[config.mk]
export PLATFORM = sky130hd
export DESIGN_NAME = tdc_top
export DESIGN_NICKNAME = d
export VERILOG_FILES = /design/src/verilog/tdc_pkg.sv /design/src/verilog/tdc_cfg_if.sv /design/src/verilog/tdc_cfg_chk.sv /design/src/verilog/tdc_clk_route.sv /design/src/verilog/tdc_top.sv
export SDC_FILE = /design/constraint.sdc
export NUM_CORES = 1
export LEC_CHECK = 0
export BUFFER_PORTS_ARGS = -buffer_cell sky130_fd_sc_hd__buf_2
export CORE_UTILIZATION = 45
export CTS_CLUSTER_SIZE = 16
export DETAILED_ROUTE_END_ITERATION = 8
export PLACE_DENSITY = 0.74
export SETUP_SLACK_MARGIN = 0.5
export SKIP_LAST_GASP = 1
export SLEW_MARGIN = 20
export SYNTH_ARGS = -nofsm -noshare
export SYNTH_HDL_FRONTEND = slang
export SYNTH_HIERARCHICAL = 1
export SYNTH_SLANG_ARGS = --single-unit
[constraint.sdc]
create_clock -name pclk -period 5.4 [get_ports pclk]
set_input_delay 0.27 -clock pclk [delete_from_list [all_inputs] [get_ports pclk]]
set_output_delay 0.27 -clock pclk [all_outputs]
set_load 0.01 [all_outputs]
[src/verilog/tdc_pkg.sv]
// Purpose: Shared constants and types of the transceiver datapath clock router.
// Assumes: All PLL and recovered clock ticks are one-cycle enables on pclk.
// Notes:   Channel fields are packed eight bits per channel in one word.
// Functional notes
// - CDR clocks only from the two adjacent PLLs.
// - Non-bonded channels source clocks and FIFOs independently.
// - Bonded channels share low-speed path and FIFO pointers.
// - Two-bonding on channels 0,1; four-bonding on all.
// - Bonded channels forbid receive-only operation.
// - Transmit: high-speed to serializer, low-speed to PCS.
// - Byte serializer halves transmit FIFO read clock.
// - Transmit low-speed clock exported as parallel clock.
// - Receive-only: recovered clock drives PCS, no rate match.
// - Byte deserializer halves receive FIFO write clock.
// - Recovered clock exported as receive parallel clock.
// - Transmit-receive: rate match optional, clocking reuses other modes.
// - Rate match on: PLL low-speed clock feeds receive PCS.
// - Rate match on: recovered clock feeds aligner only.
`default_nettype none
package tdc_pkg;
    // Channel count and per-channel field width.
    localparam int NCH  = 4;
    localparam int CH_W = 8;
    // Register byte offsets.
    localparam logic [7:0] OFS_CTRL  = 8'h00;
    localparam logic [7:0] OFS_BOND  = 8'h04;
    localparam logic [7:0] OFS_CHCFG = 8'h08;
    localparam logic [7:0] OFS_STAT  = 8'h0c;
    // Reset values.
    localparam logic [31:0] RST_CTRL  = 32'h0000_0000;
    localparam logic [2:0]  RST_BOND  = 3'h0;
    localparam logic [31:0] RST_CHCFG = 32'h0000_0000;
    // Field positions.
    localparam int CTRL_RUN   = 0;
    localparam int BOND_PLL   = 2;
    localparam int CH_TX_BIT  = 0;
    localparam int CH_RX_BIT  = 1;
    localparam int CH_TXPLL   = 2;
    localparam int CH_CDRPLL  = 3;
    localparam int CH_BSER    = 4;
    localparam int CH_BDES    = 5;
    localparam int CH_RMF     = 6;
    localparam int STAT_RUN   = 8;
    // Configuration error flags.
    localparam int ERR_W          = 4;
    localparam int ERR_INTERLEAVE = 0;
    localparam int ERR_BOND_RX    = 1;
    localparam int ERR_BOND_CFG   = 2;
    localparam int ERR_RX_RMF     = 3;
    // Bonding modes.
    typedef enum logic [1:0] {
        BOND_X1 = 2'b00, BOND_X2 = 2'b01, BOND_X4 = 2'b10, BOND_BAD = 2'b11
    } tdc_bond_type;
    // Channel operating modes.
    typedef enum logic [1:0] {
        OP_OFF = 2'b00, OP_TX = 2'b01, OP_RX = 2'b10, OP_TXRX = 2'b11
    } tdc_op_type;
    // Run sequencer states.
    typedef enum logic [1:0] {
        ST_CFG = 2'b00, ST_ARM = 2'b01, ST_RUN = 2'b10
    } tdc_state_type;
    // True when a channel belongs to the bonded group of the given mode.
    function automatic logic is_bonded(input logic [1:0] mode, input int ch);
        return (mode == BOND_X4) || ((mode == BOND_X2) && (ch < 2));
    endfunction : is_bonded
endpackage : tdc_pkg
`default_nettype wire

[src/verilog/tdc_cfg_if.sv]
// Purpose: Carries the frozen channel configuration from the top to its helpers.
// Assumes: Driven by the top module, except the error flags, which the checker drives.
// Notes:   The checker returns the error flags over the same bundle.
`default_nettype none
interface tdc_cfg_if;
    import tdc_pkg::*;
    logic [CH_W*NCH-1:0] chcfg;     // Packed channel fields.
    logic [1:0]          bond_mode; // Bonding mode.
    logic                bond_pll;  // Bonded low-speed source.
    logic                active;    // Datapath running.
    logic                clr;       // Clears the halving dividers.
    logic [ERR_W-1:0]    err;       // Configuration errors.
    modport ctl (output chcfg, bond_mode, bond_pll, active, clr, input err);
    modport chk (input chcfg, bond_mode, output err);
    modport rte (input chcfg, bond_mode, bond_pll, active, clr);
endinterface : tdc_cfg_if
`default_nettype wire

[src/verilog/tdc_cfg_chk.sv]
// Purpose: Flags channel configurations that the clock network cannot build.
// Assumes: Configuration is static while it is being judged.
// Notes:   Purely combinational; the top refuses to start on any flag.
`default_nettype none
module tdc_cfg_chk
    import tdc_pkg::*;
(
    // Configuration bundle.
    tdc_cfg_if.chk cfg
);
    logic [NCH-1:0] rx_on;      // Receiver in use.
    logic [NCH-1:0] rx_only;    // Receive-only channel.
    logic [NCH-1:0] rmf_on;     // Rate match requested.
    logic [NCH-1:0] cdr_b;      // CDR fed from the second PLL.
    logic [NCH-1:0] bonded;     // Member of the bonded group.
    logic           seen;       // A receiver was already walked.
    logic           last;       // Source of the previous receiver.
    logic [1:0]     flips;      // Source changes along the block.

    // Per-channel field decode.
    for (genvar ch = 0; ch < NCH; ch++) begin : g_ch
        assign rx_on[ch]   = cfg.chcfg[ch*CH_W + CH_RX_BIT];
        assign rx_only[ch] = tdc_op_type'(cfg.chcfg[ch*CH_W +: 2]) == OP_RX;
        assign rmf_on[ch]  = cfg.chcfg[ch*CH_W + CH_RMF];
        assign cdr_b[ch]   = cfg.chcfg[ch*CH_W + CH_CDRPLL];
        assign bonded[ch]  = is_bonded(cfg.bond_mode, ch);
    end

    // Each PLL may feed one contiguous run of segments, so along the block
    // the CDR source may change at most once.
    always_comb
    begin
        seen  = 1'b0;
        last  = 1'b0;
        flips = 2'h0;
        for (int i = 0; i < NCH; i++)
        begin
            if (rx_on[i])
            begin
                if (seen && (cdr_b[i] != last))
                    flips = flips + 2'h1;
                seen = 1'b1;
                last = cdr_b[i];
            end
        end
    end

    assign cfg.err[ERR_INTERLEAVE] = flips > 2'h1;
    assign cfg.err[ERR_BOND_RX]    = |(bonded & rx_only);
    assign cfg.err[ERR_BOND_CFG]   = cfg.bond_mode == BOND_BAD;
    assign cfg.err[ERR_RX_RMF]     = |(rx_only & rmf_on);
endmodule : tdc_cfg_chk
`default_nettype wire

[src/verilog/tdc_clk_route.sv]
// Purpose: Routes PLL and recovered clock ticks to each channel's PCS blocks.
// Assumes: Ticks are pclk enables; configuration is frozen while active.
// Notes:   Every routed tick is registered, so it lags its source by one cycle.
`default_nettype none
module tdc_clk_route
    import tdc_pkg::*;
(
    // Clock and reset.
    input  wire logic           pclk,
    input  wire logic           presetn,
    // Configuration bundle.
    tdc_cfg_if.rte              cfg,
    // Source ticks.
    input  wire logic           pll_a_hs_tick,
    input  wire logic           pll_a_ls_tick,
    input  wire logic           pll_b_hs_tick,
    input  wire logic           pll_b_ls_tick,
    input  wire logic [NCH-1:0] rec_ls_tick,
    // Routed ticks, one bit per channel; pointer groups, two bits per channel.
    output logic [NCH-1:0]      cdr_tick,
    output logic [NCH-1:0]      ser_tick,
    output logic [NCH-1:0]      enc_tick,
    output logic [NCH-1:0]      txf_rd_tick,
    output logic [NCH-1:0]      wa_tick,
    output logic [NCH-1:0]      rxpcs_tick,
    output logic [NCH-1:0]      rxf_wr_tick,
    output logic [2*NCH-1:0]    fifo_grp
);
    logic [NCH-1:0]   tx_tog_r, tx_tog_nxt;   // Transmit halving phase.
    logic [NCH-1:0]   rx_tog_r, rx_tog_nxt;   // Receive halving phase.
    logic [NCH-1:0]   cdr_nxt, ser_nxt, enc_nxt, txf_nxt;
    logic [NCH-1:0]   wa_nxt, rxpcs_nxt, rxf_nxt;
    logic [2*NCH-1:0] grp_nxt;

    for (genvar ch = 0; ch < NCH; ch++) begin : g_ch
        localparam int B = ch*CH_W;
        wire bnd   = is_bonded(cfg.bond_mode, ch);
        wire hs_b  = cfg.chcfg[B + CH_TXPLL];
        wire ls_b  = bnd ? cfg.bond_pll : hs_b;
        wire hs    = hs_b ? pll_b_hs_tick : pll_a_hs_tick;
        wire ls    = ls_b ? pll_b_ls_tick : pll_a_ls_tick;
        wire tx_on = cfg.active & cfg.chcfg[B + CH_TX_BIT];
        wire rx_on = cfg.active & cfg.chcfg[B + CH_RX_BIT];
        // Rate match needs the transmit clock, so receive-only never uses it.
        wire rmf   = cfg.chcfg[B + CH_RMF] & cfg.chcfg[B + CH_TX_BIT];
        wire rxpcs = rmf ? ls : rec_ls_tick[ch];
        // Only the two adjacent PLLs are wired to the CDR selector.
        assign cdr_nxt[ch]   = rx_on & (cfg.chcfg[B + CH_CDRPLL] ? pll_b_hs_tick
                                                                 : pll_a_hs_tick);
        assign ser_nxt[ch]   = tx_on & hs;
        assign enc_nxt[ch]   = tx_on & ls;
        assign txf_nxt[ch]   = tx_on & ls & (~cfg.chcfg[B + CH_BSER] | tx_tog_r[ch]);
        assign tx_tog_nxt[ch] = cfg.clr ? 1'b0 : tx_tog_r[ch] ^ (tx_on & ls);
        assign wa_nxt[ch]    = rx_on & rec_ls_tick[ch];
        assign rxpcs_nxt[ch] = rx_on & rxpcs;
        assign rxf_nxt[ch]   = rx_on & rxpcs & (~cfg.chcfg[B + CH_BDES] | rx_tog_r[ch]);
        assign rx_tog_nxt[ch] = cfg.clr ? 1'b0 : rx_tog_r[ch] ^ (rx_on & rxpcs);
        // Bonded members use the pointer set of channel 0.
        assign grp_nxt[2*ch +: 2] = bnd ? 2'h0 : 2'(ch);
    end

    // All routed ticks and the halving phases are registered together.
    always_ff @(posedge pclk or negedge presetn)
    begin
        if (!presetn)
        begin
            {tx_tog_r, rx_tog_r, cdr_tick, ser_tick} <= '0;
            {enc_tick, txf_rd_tick, wa_tick}         <= '0;
            {rxpcs_tick, rxf_wr_tick, fifo_grp}      <= '0;
        end
        else
        begin
            {tx_tog_r, rx_tog_r, cdr_tick, ser_tick} <= {tx_tog_nxt, rx_tog_nxt, cdr_nxt, ser_nxt};
            {enc_tick, txf_rd_tick, wa_tick}         <= {enc_nxt, txf_nxt, wa_nxt};
            {rxpcs_tick, rxf_wr_tick, fifo_grp}      <= {rxpcs_nxt, rxf_nxt, grp_nxt};
        end
    end
endmodule : tdc_clk_route
`default_nettype wire

[src/verilog/tdc_top.sv]
// Purpose: Transceiver datapath clock selection with an APB register file.
// Assumes: PLL and recovered clocks arrive as one-cycle enables on pclk.
// Notes:   Configuration is accepted only while the datapath is stopped.
//          A start is refused while any configuration error stands.
//          Routed ticks lag their source ticks by one cycle.
//          Only channel 0 is checked in depth; the others share its logic.
`default_nettype none
module tdc_top
    import tdc_pkg::*;
(
    // Clock and reset.
    input  wire logic           pclk,
    input  wire logic           presetn,
    // APB slave port.
    input  wire logic           psel,
    input  wire logic           penable,
    input  wire logic           pwrite,
    input  wire logic [7:0]     paddr,
    input  wire logic [31:0]    pwdata,
    output logic [31:0]         prdata,
    output logic                pready,
    output logic                pslverr,
    // Ticks of the two adjacent PLLs.
    input  wire logic           pll_a_hs_tick,
    input  wire logic           pll_a_ls_tick,
    input  wire logic           pll_b_hs_tick,
    input  wire logic           pll_b_ls_tick,
    // Low-speed recovered ticks, one per channel.
    input  wire logic [NCH-1:0] rec_ls_tick,
    // Ticks delivered to the channel blocks.
    output logic [NCH-1:0]      cdr_tick,
    output logic [NCH-1:0]      ser_tick,
    output logic [NCH-1:0]      enc_tick,
    output logic [NCH-1:0]      txf_rd_tick,
    output logic [NCH-1:0]      wa_tick,
    output logic [NCH-1:0]      rxpcs_tick,
    output logic [NCH-1:0]      rxf_wr_tick,
    // Parallel clocks exported to the fabric.
    output logic [NCH-1:0]      tx_par_tick,
    output logic [NCH-1:0]      rx_par_tick,
    // Phase compensation FIFO pointer group per channel.
    output logic [2*NCH-1:0]    fifo_grp
);
    // Register state.
    logic                run_req_r;      // Software asks the datapath to run.
    logic [2:0]          bond_r;         // Bonding mode and bonded PLL.
    logic [31:0]         chcfg_r;        // Packed channel fields.
    logic [31:0]         prdata_r;       // Read data captured in setup.
    logic                perr_r;         // Unmapped address seen in setup.
    tdc_state_type       st_r, st_nxt;   // Run sequencer.
    logic                run_q_r;        // Running in the previous cycle.

    // Bus decode.
    // Status writes are ignored and answer without an error.
    wire setup   = psel & ~penable;
    wire wr_en   = psel & penable & pwrite;
    wire hit_ctl = paddr == OFS_CTRL;
    wire hit_bnd = paddr == OFS_BOND;
    wire hit_cfg = paddr == OFS_CHCFG;
    wire hit_st  = paddr == OFS_STAT;
    wire mapped  = hit_ctl | hit_bnd | hit_cfg | hit_st;
    // Configuration may only change in the stopped state.
    wire cfg_open = st_r == ST_CFG;
    wire [ERR_W-1:0] chk_err;

    // Read multiplexer.
    // Unmapped words read as zero; the error rides on pslverr.
    wire [31:0] rd_mux = hit_ctl ? {31'h0, run_req_r} :
                         hit_bnd ? {29'h0, bond_r} :
                         hit_cfg ? chcfg_r :
                         hit_st  ? {23'h0, st_r == ST_RUN, 4'h0, chk_err} :
                         32'h0;

    // Configuration bundle shared with the checker and the router.
    tdc_cfg_if cfg_bus ();
    assign cfg_bus.chcfg     = chcfg_r;
    assign cfg_bus.bond_mode = bond_r[1:0];
    assign cfg_bus.bond_pll  = bond_r[BOND_PLL];
    assign cfg_bus.active    = st_r == ST_RUN;
    assign cfg_bus.clr       = st_r == ST_ARM;
    assign chk_err           = cfg_bus.err;

    // Run request: a start is refused while any configuration error stands.
    // Refusing at the write keeps the stored request bit truthful.
    wire run_wr   = wr_en & hit_ctl;
    wire run_nxt  = pwdata[CTRL_RUN] & (chk_err == '0);

    // Control registers; writes land at the access-phase edge.
    always_ff @(posedge pclk or negedge presetn)
    begin
        if (!presetn)
        begin
            run_req_r <= RST_CTRL[CTRL_RUN];
            bond_r    <= RST_BOND;
            chcfg_r   <= RST_CHCFG;
        end
        else
        begin
            if (run_wr)
                run_req_r <= run_nxt;
            if (wr_en & hit_bnd & cfg_open)
                bond_r <= pwdata[2:0];
            if (wr_en & hit_cfg & cfg_open)
                chcfg_r <= pwdata;
        end
    end

    // Read data and error are captured in setup, so the answer is a flop.
    always_ff @(posedge pclk or negedge presetn)
    begin
        if (!presetn)
        begin
            prdata_r <= 32'h0;
            perr_r   <= 1'b0;
        end
        else if (setup)
        begin
            prdata_r <= rd_mux;
            perr_r   <= ~mapped;
        end
    end

    // The slave never stretches a transfer.
    assign pready  = 1'b1;
    assign prdata  = prdata_r;
    assign pslverr = psel & penable & perr_r;

    // Sequencer: one arming cycle clears the halving dividers so that all
    // bonded channels start their halved clocks in the same phase.
    // Dropping the run request returns to configuration at once.
    always_comb
    begin
        st_nxt = st_r;
        case (st_r)
            ST_CFG:  st_nxt = run_req_r ? ST_ARM : ST_CFG;
            ST_ARM:  st_nxt = run_req_r ? ST_RUN : ST_CFG;
            ST_RUN:  st_nxt = run_req_r ? ST_RUN : ST_CFG;
            default: st_nxt = ST_CFG;
        endcase
    end

    // Sequencer state and the one-cycle-late running flag.
    always_ff @(posedge pclk or negedge presetn)
    begin
        if (!presetn)
        begin
            st_r    <= ST_CFG;
            run_q_r <= 1'b0;
        end
        else
        begin
            st_r    <= st_nxt;
            run_q_r <= st_r == ST_RUN;
        end
    end

    // Configuration checker.
    tdc_cfg_chk u_chk (
        .cfg (cfg_bus.chk)
    );

    // Clock router.
    tdc_clk_route u_route (
        .pclk          (pclk),
        .presetn       (presetn),
        .cfg           (cfg_bus.rte),
        .pll_a_hs_tick (pll_a_hs_tick),
        .pll_a_ls_tick (pll_a_ls_tick),
        .pll_b_hs_tick (pll_b_hs_tick),
        .pll_b_ls_tick (pll_b_ls_tick),
        .rec_ls_tick   (rec_ls_tick),
        .cdr_tick      (cdr_tick),
        .ser_tick      (ser_tick),
        .enc_tick      (enc_tick),
        .txf_rd_tick   (txf_rd_tick),
        .wa_tick       (wa_tick),
        .rxpcs_tick    (rxpcs_tick),
        .rxf_wr_tick   (rxf_wr_tick),
        .fifo_grp      (fifo_grp)
    );

    // Fabric parallel clocks follow the transmit and recovered clocks.
    assign tx_par_tick = enc_tick;
    assign rx_par_tick = wa_tick;

    // Helper terms for the checks below.
    // Channel 0 stands for all four; they share one generate body.
    wire       run2   = (st_r == ST_RUN) && run_q_r;
    wire [7:0] ch0    = chcfg_r[7:0];
    wire [1:0] bmode  = bond_r[1:0];
    wire       ch0_op_rx   = tdc_op_type'(ch0[1:0]) == OP_RX;
    wire       ch0_op_txrx = tdc_op_type'(ch0[1:0]) == OP_TXRX;
endmodule : tdc_top
`default_nettype wire

# Word level (Yosys, flattened, before mapping)
# Cells that the tools add are included.
# word_totals
elab_cells	175
out_inout_bits	78
reg_bits	113
# classes
n_bitwise	81
eq_ne	15
mux	50
magnitude_cmp	1
reduce_logical	10
add_sub_neg	2
# op_table
op	count
$mux 32	3
$and 1x1->1	50
$mux 1	38
$eq 8x4->1 const B	2
$eq 2x2->1 const B	7
$mux 2	7
$or 1x1->1	11
$not 1->1	10
$mux 9	1
$and 4x4->4	2
$eq 8x3->1 const B	1
$logic_not 8->1	1
$reduce_or 4->1	2
$xor 1x1->1	8
$add 2x1->2 const B	2
$eq 2x1->1 const B	2
$logic_not 4->1	1
$pmux 2 s2	1
$logic_and 1x1->1	3
$ne 1x1->1	3
$gt 2x1->1 const B	1
$logic_not 2->1	1
$reduce_or 2->1	1
$logic_or 1x1->1	1

# Longest topological paths before layout
# Gate-level depths: netlist of run 1.
# depth
word_depth	16
ltp_mapped	10

# Cells and area by module
# Netlist of run 1, hierarchy kept.
# by_module_without_submodules
mod	cells_each	instances	area_each_um2	seq_area_each_um2
tdc_top	257	1	3128.0	1776.7
tdc_clk_route	154	1	1735.4	950.9
tdc_cfg_chk	31	1	214.0	0.0

# Worst setup path after synthesis of run 1
# OpenSTA, ideal clock, no wires.
# synth_timing
path_kind	flip-flop to flip-flop
start	reg chcfg_r[3] (netlist: cfg_bus.chcfg[3])
end	reg prdata_r[0] (netlist: prdata[0])
t_required_ps	5273
n_path_buf	0
synth_period_minus_slack_ps	2061
setup_slack_ps	3339
stages_incl_launch_ff	10
t_arrival_ps	1933
path_cell_list	dfrtp_1 xor2_1 and3_1 ha_1 and2_1 a21oi_1 nand3b_1 mux4_2 inv_1 o21ai_0
# synth_via
elab_chain_cells	16
# synth_rtl
element	line_no	source
start: declaration	tdc_top.sv:47	logic [31:0] chcfg_r;
start signal: assignment	tdc_top.sv:104	chcfg_r <= pwdata;
$mux 1 (*)	tdc_cfg_chk.sv:38	if (rx_on[i])
$ne 1x1->1	tdc_cfg_chk.sv:40	if (seen && (cdr_b[i] != last))
$logic_and 1x1->1	tdc_cfg_chk.sv:40	
$mux 1	tdc_cfg_chk.sv:40	
$mux 1	tdc_cfg_chk.sv:38	
$add 2x1->2	tdc_cfg_chk.sv:41	flips = flips + 2'h1;
$mux 2	tdc_cfg_chk.sv:40	
$mux 2	tdc_cfg_chk.sv:38	
$add 2x1->2	tdc_cfg_chk.sv:41	
$mux 2	tdc_cfg_chk.sv:40	
$mux 2 (*)	tdc_cfg_chk.sv:38	
$gt 2x1->1 (*)	tdc_cfg_chk.sv:48	assign cfg.err[ERR_INTERLEAVE] = flips > 2'h1;
named net cfg_bus.err[0]	tdc_cfg_if.sv:12	logic [ERR_W-1:0] err;
$mux 9 (*)	tdc_top.sv:71	hit_st ? {23'h0, st_r == ST_RUN, 4'h0, chk_err} :
$mux 32 (*)	tdc_top.sv:70	hit_cfg ? chcfg_r :
$mux 32 (*)	tdc_top.sv:69	hit_bnd ? {29'h0, bond_r} :
$mux 32 (*)	tdc_top.sv:68	wire [31:0] rd_mux = hit_ctl ? {31'h0, run_req_r} :
end signal: assignment	tdc_top.sv:118	prdata_r <= rd_mux;
end: declaration	tdc_top.sv:48	logic [31:0] prdata_r;
# The timed path passes the listed nets; every way through them passes the cells marked *.
# A chain may end at the register's enable or synchronous reset.

# Worst setup path in the final report of run 1
# layout_timing
start	reg chcfg_r[19] (netlist: cfg_bus.chcfg[19])
end	reg prdata_r[0] (netlist: prdata[0])
# layout_via
elab_chain_cells	12
# layout_rtl
element	line_no
$ne 1x1->1	tdc_cfg_chk.sv:40
$logic_and 1x1->1	tdc_cfg_chk.sv:40
$mux 2	tdc_cfg_chk.sv:40
$mux 2	tdc_cfg_chk.sv:38
$add 2x1->2	tdc_cfg_chk.sv:41
$mux 2	tdc_cfg_chk.sv:40
$mux 2 (*)	tdc_cfg_chk.sv:38
$gt 2x1->1 (*)	tdc_cfg_chk.sv:48
named net cfg_bus.err[0]	tdc_cfg_if.sv:12
$mux 9 (*)	tdc_top.sv:71
$mux 32 (*)	tdc_top.sv:70
$mux 32 (*)	tdc_top.sv:69
$mux 32 (*)	tdc_top.sv:68
# Marked as above.

==> results of run 1 <==
## per-layer routing
layer / routed length (µm) / GRT usage, % / share of wire (%)
met5: 0 / 0 / 0
met1: 5260 / 28.0 / 44
met4: 324 / 10.1 / 2.7
met2: 5750 / 34.9 / 48
met3: 581 / 3.98 / 4.9
## cell usage in the layout, fill, tap and decap left out, drive strengths merged, types with 8 or more instances in the layout
master,count
o21ai,33
nand2,77
dfrtp,109
ha,8
clkbuf,9
mux2,45
buf,129
mux2i,19
nor2,31
inv,17
## sequential cells by signal, indices dropped and copies added, names as in the netlist
name                 count
u_route/wa_tick          4
cfg_bus.chcfg           32
u_route/fifo_grp         2
u_route/tx_tog_r         4
perr_r                   1
u_route/rx_tog_r         4
u_route/enc_tick         4
st_r                     2
u_route/cdr_tick         4
u_route/rxpcs_tick       4
u_route/rxf_wr_tick      4
u_route/ser_tick         4
bond_r                   3
u_route/txf_rd_tick      4
run_req_r                1
prdata                  32
## critical path, cell delays in order (launching register included)
cell and delay [ns]:
dfrtp_1 0.49, xor2_1 0.17, nand2_1 0.06, o21ai_0 0.18
ha_1 0.25, and2_1 0.17, nand4b_1 0.09, nand3b_1 0.11
mux4_2 0.47, inv_1 0.06, o21ai_0 0.06
## how the worst min path moves through the flow
stage                       end  startpoint  slack, ns  cells past startpoint
6_report       cfg_bus.chcfg[7]   pwdata[7]       0.14                      2
5_1_grt        cfg_bus.chcfg[7]   pwdata[7]       0.14                      2
4_1_cts        cfg_bus.chcfg[7]   pwdata[7]       0.13                      2
3_5_place_dp         prdata[20]     presetn       0.28                      1
3_3_place_gp         prdata[20]     presetn       0.28                      1
2_1_floorplan         bond_r[0]     presetn      -0.03                      0
## through the flow
| step | setup slack, ns | instances |
|---|---|---|
| final | 3.16 | 698 |
| after floorplan | 3.34 | 445 |
| after global routing | 2.94 | 698 |
| after detailed placement | 3.19 | 680 |
| after global placement | 3.27 | 680 |
| after CTS | 3.18 | 697 |
## area by class of cell
type | instances | area [µm²] | area share [%]
Sequential cell | 109 | 2730 | 45.3
Multi-Input combinational cell | 287 | 2090 | 34.7
Timing Repair Buffer | 130 | 668 | 11.1
Clock buffer | 9 | 225 | 3.74
Tap cell | 140 | 175 | 2.91
Clock inverter | 7 | 73.8 | 1.23
Inverter | 15 | 56.3 | 0.935
Antenna cell | 1 | 2.50 | 0.0416
## cell families after synthesis
kind of cell    synth area share, %
mux                            16.5
xor+xnor                      0.690
flops                          53.7
compound gates                 6.14
fa+ha+maj                      1.97
other cells                   0.148
simple gates                   15.5
buf+inv                        5.35
## power by group through the flow
stage          Combinational [mW]  Clock (mW)  Sequential (mW)
5_1_grt                     0.189       0.716            0.841
3_3_place_gp                0.162           0            0.854
6_report                    0.169       0.666            0.839
2_1_floorplan              0.0963           0            0.853
4_1_cts                     0.171       0.682            0.839
3_5_place_dp                0.170           0            0.855
==> results_dict.tcl, run 1 <==
set metrics [dict create \
    synthToLayoutAreaGrowth_pct 18.6 \
    synth_top_area_share_pct 53.7 \
    dpl_cell_area_mm2 0.00571 \
    hold-worst-slack_ns 0.139 \
    yosysUniqueCellTypes 43 \
    ctsResizeCount 0 \
    total_power_mw 1.68 \
    powerDensity_mw_per_mm2 278 \
    yosys_warnings 6 \
    grt_antenna_before_repair 1 \
    drv_slew 0 \
    max-vdd-ir-drop_mv 0.137 \
    clk_pin_slew_ns 0.07 \
    rsz0062_at_grt "false" \
    combPwrFrac_pct 10.1 \
    drv_cap 0 \
    ioPinCount 131 \
    crit_path_start_kind "flip-flop" \
    post_cts_buffers 0 \
    cp-endpoint "prdata[0]" \
    min_period_ns 2.24 \
    clockPowerShare_pct 39.8 \
    row_count 38 \
    cts_hold_buffers 1 \
    power_frac_seq_pct 50.1 \
    cp-end-kind "flip-flop" \
    dr.first_iter.drc_count 136 \
    grt_max_degree 71 \
    syn_area_per_cell_um2 11.5 \
    drive_gt1_share_pct 35.9 \
    arrival_ns 2.48 \
    setup_tns_ns 0 \
    grt_pass1_vias 3661 \
    start_util_pct 46.4 \
    p_sw_uw 428 \
    worst_ep_required_time_ns 5.64 \
    cp-startpoint "cfg_bus.chcfg[19]" \
    netlist_area_mm2 0.00508 \
    fillers 954 \
    cts_htree_levels 3 \
    max_clock_freq_mhz 446 \
    drt_wl_total_um 11900 \
    setup_viol 0 \
    synth-async-reset-ratio_pct 100 \
    synth_area_leaders "dfrtp_1 54%, mux2_4 9.2%, nand2_1 5.7%" \
    synth_enable_flop_cells 0 \
    crit_fanout 6 \
    r2r_start "cfg_bus.chcfg[19]" \
    power_leakage_nw 3.16 \
    synthTopCellsByCount "109 x dfrtp_1, 77 x nand2_1, 33 x o21ai_0" \
    wl_per_cell_um 17.1 \
    drc 0 \
    numPortBuffers 125 \
    cts_root_buffer "clkbuf_16" \
    cts_tree "done" \
    cts_buffer_depth 2 \
    die_y_um 108 \
    stdcell_area_mm2 0.00602 \
    r2r_end "prdata[0]" \
    sw_frac_of_total_pct 25.6 \
    core-area_mm2 0.0109 \
    rrSetupSlack_ns 3.16 \
    die_x_um 108 \
    insertion_delay_ns 0.35 \
    dpl.hpwl_um 8470 \
    postSynthCellCount 442 \
    synth_top_cell_by_area "dfrtp_1" \
    max-slew-margin-rel_pct 39.9 \
    grt_pass1_wl_um 18700 \
    cts_inserted_buffers 9 \
    gr-total-overflow 0 \
    num_vias 3606 \
    finalCritPeriodShare_pct 41.6 \
    cts_sinks 109 \
    track_usage_pct 21.5 \
    synth_seq_cells 109 \
    final_core_util_pct 55.1 \
    final_hold_viol_count 0 \
    r2r.worst_path.cells 10 \
    p_int_mw 1.25 \
    status "finished clean" \
    ys_seq_area_share_pct 53.7 \
    antenna_left 0 \
    gp_congestion 0.811 \
    synth_most_common_cell "dfrtp_1" \
    tightest_slew_ns 0.899 \
    critPathKind "reg -> reg" \
    die_area_mm2 0.0117 \
    fin_skew_ns 0.00680 \
    ys.flop_type "dfrtp_1" \
    final_nets 613 \
    vias_per_cell 5.17 \
    min_path_type "in -> reg" \
    drtPass1Iterations 4 \
]
Power figures use the tool's default switching activity.
==> run 2, diff against run 1 <==
clock period = 2.23 ns   (was 5.4 ns; I/O delays follow)
==> run 2 against run 1 <==
Against the previous run:
- sequential share of layout area down 3.3 points
- global-route usage rose by 0.46 points
- critical endpoint unchanged
- power grew 140%
- largest power group unchanged
- register-to-register slack got worse by 3.0 ns
- wire length is 5.3% higher
- sequential cell count stayed put
- maximum frequency grew 6.2%
- largest cell class unchanged
- critical path type unchanged
==> results_dict.tcl, run 2 (same netlist as run 1, synthesis figures left out) <==
set metrics [dict create \
    status "finished clean" \
    fin_skew_ns 0.00872 \
    drc 0 \
    drv_cap 0 \
    dr.first_iter.drc_count 131 \
    ioPinCount 131 \
    final_nets 653 \
    min_path_type "in -> reg" \
    vias_per_cell 5.22 \
    regArea_mm2 0.00273 \
    power_leakage_nw 3.36 \
    setup_tns_ns 0 \
    track_usage_pct 22.0 \
    gr-total-overflow 0 \
    cts_tree "done" \
    crit_fanout 3 \
    finalCritPeriodShare_pct 94.8 \
    powerDensity_mw_per_mm2 616 \
    rsz0062_at_grt "true" \
    wl_per_cell_um 17.0 \
    drt_wl_total_um 12500 \
    die_y_um 108 \
    synthToLayoutAreaGrowth_pct 28.0 \
    gp_congestion 0.901 \
    sw_frac_of_total_pct 26.3 \
    cts_inserted_buffers 9 \
    max_clock_freq_mhz 473 \
    critPathKind "reg -> reg" \
    p_int_mw 2.95 \
    critPathBufInv 1 \
    setup_viol 0 \
    num_vias 3845 \
    final_common_cell "buf_2" \
    dpl_cell_area_mm2 0.00584 \
    p_sw_mw 1.05 \
    path_cells "xor2_1, nand2_1, o21ai_2, ha_1, and2_4, a21oi_2, nand3b_1, mux4_2, inv_2, o21ai_1" \
    row_count 38 \
    insertion_delay_ns 0.35 \
    max-slew-margin-rel_pct 51.0 \
    setup_ws_ns 0.117 \
    crit_path_start_kind "flip-flop" \
    antenna_left 0 \
    cts_htree_levels 3 \
    dp_worst_setup_slack_ns 0.0654 \
    max-vdd-ir-drop_mv 0.488 \
    tightest_slew_ns 0.735 \
    arrival_ns 2.35 \
    core-area_mm2 0.0109 \
    numPortBuffers 125 \
    cts_sinks 109 \
    cts_buffer_depth 2 \
    final_hold_viol_count 0 \
    drive_gt1_share_pct 40.7 \
    grt_pass1_wl_um 19000 \
    slowest_delay_ns 0.50 \
    drtPass1Iterations 4 \
    multi_input_area_mm2 0.00222 \
    die_area_mm2 0.0117 \
    min_period_ns 2.11 \
    clockPowerShare_pct 36.9 \
    grt_antenna_before_repair 0 \
    dpl.hpwl_um 8880 \
    stdcell_area_mm2 0.00650 \
    hold-worst-slack_ns 0.00530 \
    combPwrFrac_pct 12.1 \
    worst_ep_required_time_ns 2.47 \
    grt_max_degree 48 \
    cp_top_family "multiplexers" \
    grt_pass1_vias 3674 \
    cp-end-kind "flip-flop" \
    power_frac_seq_pct 51.0 \
    cts_root_buffer "clkbuf_16" \
    clk_pin_slew_ns 0.07 \
    crit_path_top_delay_cell "mux4_2" \
    antennaDiodeCount 0 \
    drv_slew 0 \
    most-common-layout-cells "124 x buf_2, 107 x dfrtp_1, 77 x nand2_1" \
    start_util_pct 46.4 \
    fillers 912 \
    die_x_um 108 \
]
[run 2: changes by cell type in the layout (fill, tap and decap cells not counted), moves of 3 or more]
cell	previous run	this run
dlygate4sd3_1	1	18
clkinv_2	2	5
ha_1	8	5
inv_1	15	11
o21ai_0	33	30
buf_4	5	23
mux2i_4	0	3
inv_2	0	4
mux2i_1	18	14
[run 2: final cells by class]
class | instances | area share, %
clock buffers | 9 | 3.47
multi-input cells | 287 | 34.2
inverters | 15 | 0.866
flip-flops and latches | 109 | 42.0
clock inverters | 7 | 0.635
well taps | 140 | 2.70
repair buffers | 170 | 16.2
[run 2: routing by layer]
metal	wire [µm]	vias to the layer above	global-route usage (%)
met4	272	0	7.34
met3	697	28	4.76
li1	-	1775	-
met5	0	-	0
met1	5640	1894	30.1
met2	5930	148	34.8
[run 2: timing repair]
item                       4_1_cts  5_1_grt
hold endpoints to repair        61        1
hold buffers                    17        1
pin swaps                        5        3
setup endpoints to repair       46       47
resized for setup               10       18
setup buffers                   10        3
[run 2: stage by stage]
step | total power, mW | utilization (%) | cells
5_1_grt | 4.14 | 59.4 | 737
3_3_place_gp | 2.48 | 53.4 | 690
3_5_place_dp | 2.50 | 53.4 | 690
2_1_floorplan | 2.30 | - | 445
4_1_cts | 3.99 | 58.5 | 733
6_report | 4.00 | 59.4 | 737
[run 2: power by group through the flow]
stage          combinational [mW]  clock (mW)  sequential [mW]
3_5_place_dp                0.427           0             2.07
6_report                    0.486        1.48             2.04
3_3_place_gp                0.410           0             2.07
4_1_cts                     0.461        1.49             2.03
5_1_grt                     0.529        1.57             2.04
2_1_floorplan               0.235           0             2.07
[run 2: worst paths after layout]
path                                        start                endpoint  slack [ns]  cells past startpoint
worst min-delay path                    pwdata[5]        cfg_bus.chcfg[5]       0.005                      2
max in group asynchronous                 presetn        cfg_bus.chcfg[0]        1.22                      3
min in group asynchronous                 presetn  u_route/rxf_wr_tick[2]        0.32                      2
worst max-delay path            cfg_bus.chcfg[19]               prdata[0]        0.12                     10
worst max register to register  cfg_bus.chcfg[19]               prdata[0]        0.12                     10
worst min register to register         prdata[25]              prdata[25]        0.48                      2
==> run 3, diff against run 2 <==
CORE_ASPECT_RATIO = 0.5   (was unset)
==> run 3 against run 2 <==
Against the previous run:
- the flow now finishes with violations (design-rule violations)
- global-route usage rose by 0.80 points
- largest cell class unchanged
- design area fell by 0.67%
- cell count did not move
- utilization rose by 1.6 points
- sequential power barely moved
==> results_dict.tcl, run 3 (same netlist as run 1, synthesis figures left out) <==
set metrics [dict create \
    wl_per_cell_um 17.3 \
    numPortBuffers 125 \
    drt_wl_total_um 12800 \
    powerDensity_mw_per_mm2 614 \
    dpl.hpwl_um 8720 \
    antennaDiodeCount 0 \
    power_leakage_nw 3.32 \
    gr-total-overflow 0 \
    min_period_ns 2.20 \
    dr.first_iter.drc_count 183 \
    slowest_delay_ns 0.51 \
    start_util_pct 48.0 \
    grt_max_degree 48 \
    cts_tree "done" \
    cts_root_buffer "clkbuf_16" \
    cts_inserted_buffers 9 \
    min_path_type "in -> reg" \
    crit_path_top_delay_cell "mux4_2" \
    core-area_mm2 0.0106 \
    most-common-layout-cells "124 x buf_2, 106 x dfrtp_1, 77 x nand2_1" \
    num_vias 3800 \
    drc 3 \
    final_nets 653 \
    grt_pass1_vias 3882 \
    track_usage_pct 22.8 \
    max-slew-margin-rel_pct 59.5 \
    dp_cells 687 \
    antenna_left 0 \
    ioPinCount 131 \
    drv_cap 0 \
    max-vdd-ir-drop_mv 0.367 \
    instances_no_fill 737 \
    drive_gt1_share_pct 38.2 \
    path_cells "xor2_1, nand2_1, o21ai_2, ha_1, and2_4, nand4b_1, nand3b_1, mux4_2, inv_2, o21ai_1" \
    insertion_delay_ns 0.35 \
    crit_path_start_kind "flip-flop" \
    cts_htree_levels 3 \
    setup_viol 0 \
    cts_buffer_depth 2 \
    worst_ep_required_time_ns 2.46 \
    violations "design-rule violations" \
    die_y_um 77.1 \
    vias_per_cell 5.16 \
    arrival_ns 2.42 \
    cp-end-kind "flip-flop" \
    finalCritPeriodShare_pct 98.5 \
    cts_sinks 109 \
    gp_congestion 0.853 \
    grt_pass1_wl_um 20400 \
    final_hold_viol_count 0 \
    grt_antenna_before_repair 0 \
    critPathKind "reg -> reg" \
    status "complete, but fails checks" \
    row_count 26 \
    die_x_um 152 \
    clk_pin_slew_ns 0.07 \
    drtPass1Iterations 7 \
    fin_skew_ns 0.00744 \
    crit_fanout 4 \
    total_power_mw 3.96 \
    rsz0062_at_grt "true" \
    max_clock_freq_mhz 455 \
    final_core_util_pct 61.1 \
    rrSetupSlack_ns 0.03 \
    synthToLayoutAreaGrowth_pct 27.1 \
    tightest_slew_ns 0.607 \
    final_common_cell "buf_2" \
    die_area_mm2 0.0117 \
    drv_slew 0 \
]
run 3: cell types whose count changed in the layout (fill, tap and decap cells not counted), sizes merged:
cell | previous run | this run
clkbuf | 9 | 12
inv | 16 | 15
clkinv | 5 | 3
dlygate4sd3 | 18 | 26
buf | 152 | 144
run 3: cell type report:
class / instances / area (µm²)
multi-input combinational: 287 / 2170
tap: 140 / 175
sequential: 109 / 2730
timing repair buffer: 170 / 1050
clock buffer: 12 / 236
inverter: 15 / 56.3
fill: 867 / 4120
clock inverter: 4 / 26.3
run 3: worst paths after layout:
kind                                  start                  end  depth (start not counted)
max                        cfg_bus.chcfg[3]            prdata[0]                         10
min                               pwdata[6]     cfg_bus.chcfg[6]                          2
max in group asynchronous           presetn  u_route/ser_tick[3]                          3
max reg2reg                cfg_bus.chcfg[3]            prdata[0]                         10
min in group asynchronous           presetn           prdata[15]                          2
min reg2reg                      prdata[30]           prdata[30]                          2
run 3: power by group:
part / leakage (nW) / switching, mW / internal (mW)
logic: 1.70 / 0.287 / 0.191
registers: 1.49 / 0.0277 / 2.01
clock network: 0.127 / 0.692 / 0.757
run 3: stage by stage:
step | setup TNS (ns) | hold WS (ns) | setup slack, ns | cell area (µm²)
after global placement | 0 | 0.156 | 0.150 | 5810
after global routing | -0.0130 | 0.00424 | -0.0130 | 6450
after CTS | 0 | 0.000124 | 0.0855 | 6420
after detailed placement | 0 | 0.162 | 0.0472 | 5810
after floorplan | 0 | -0.184 | 0.233 | 5130
final | 0 | 0.0125 | 0.0342 | 6450
run 3: critical path, delay by kind of cell, from the launching register on:
family | cells | cell delay, ns
multiplexers | 1 | 0.51
AND/OR/NAND/NOR | 4 | 0.48
flip-flops | 1 | 0.44
buffers and inverters | 1 | 0.06
adder cells (fa/ha/maj) | 1 | 0.24
XOR/XNOR | 1 | 0.17
AO/OA/AOI/OAI | 2 | 0.18
run 3: timing repair:
item | 4_1_cts | 5_1_grt
gates resized for setup | 6 | 11
endpoints found under the hold margin | 70 | 0
pin swaps | 7 | 6
buffers inserted | 7 | 1
endpoints found under the setup margin | 33 | 19
hold buffers | 26 | 0
run 3: metal layers:
layer	GRT usage, %	part of all wire (%)	up-vias	wire, µm
met3	6.61	6.6	16	838
met5	0	0	-	0
met1	29.7	45	1882	5700
met4	8.27	1.4	0	180
met2	36.4	47	123	6050
li1	-	-	1779	-
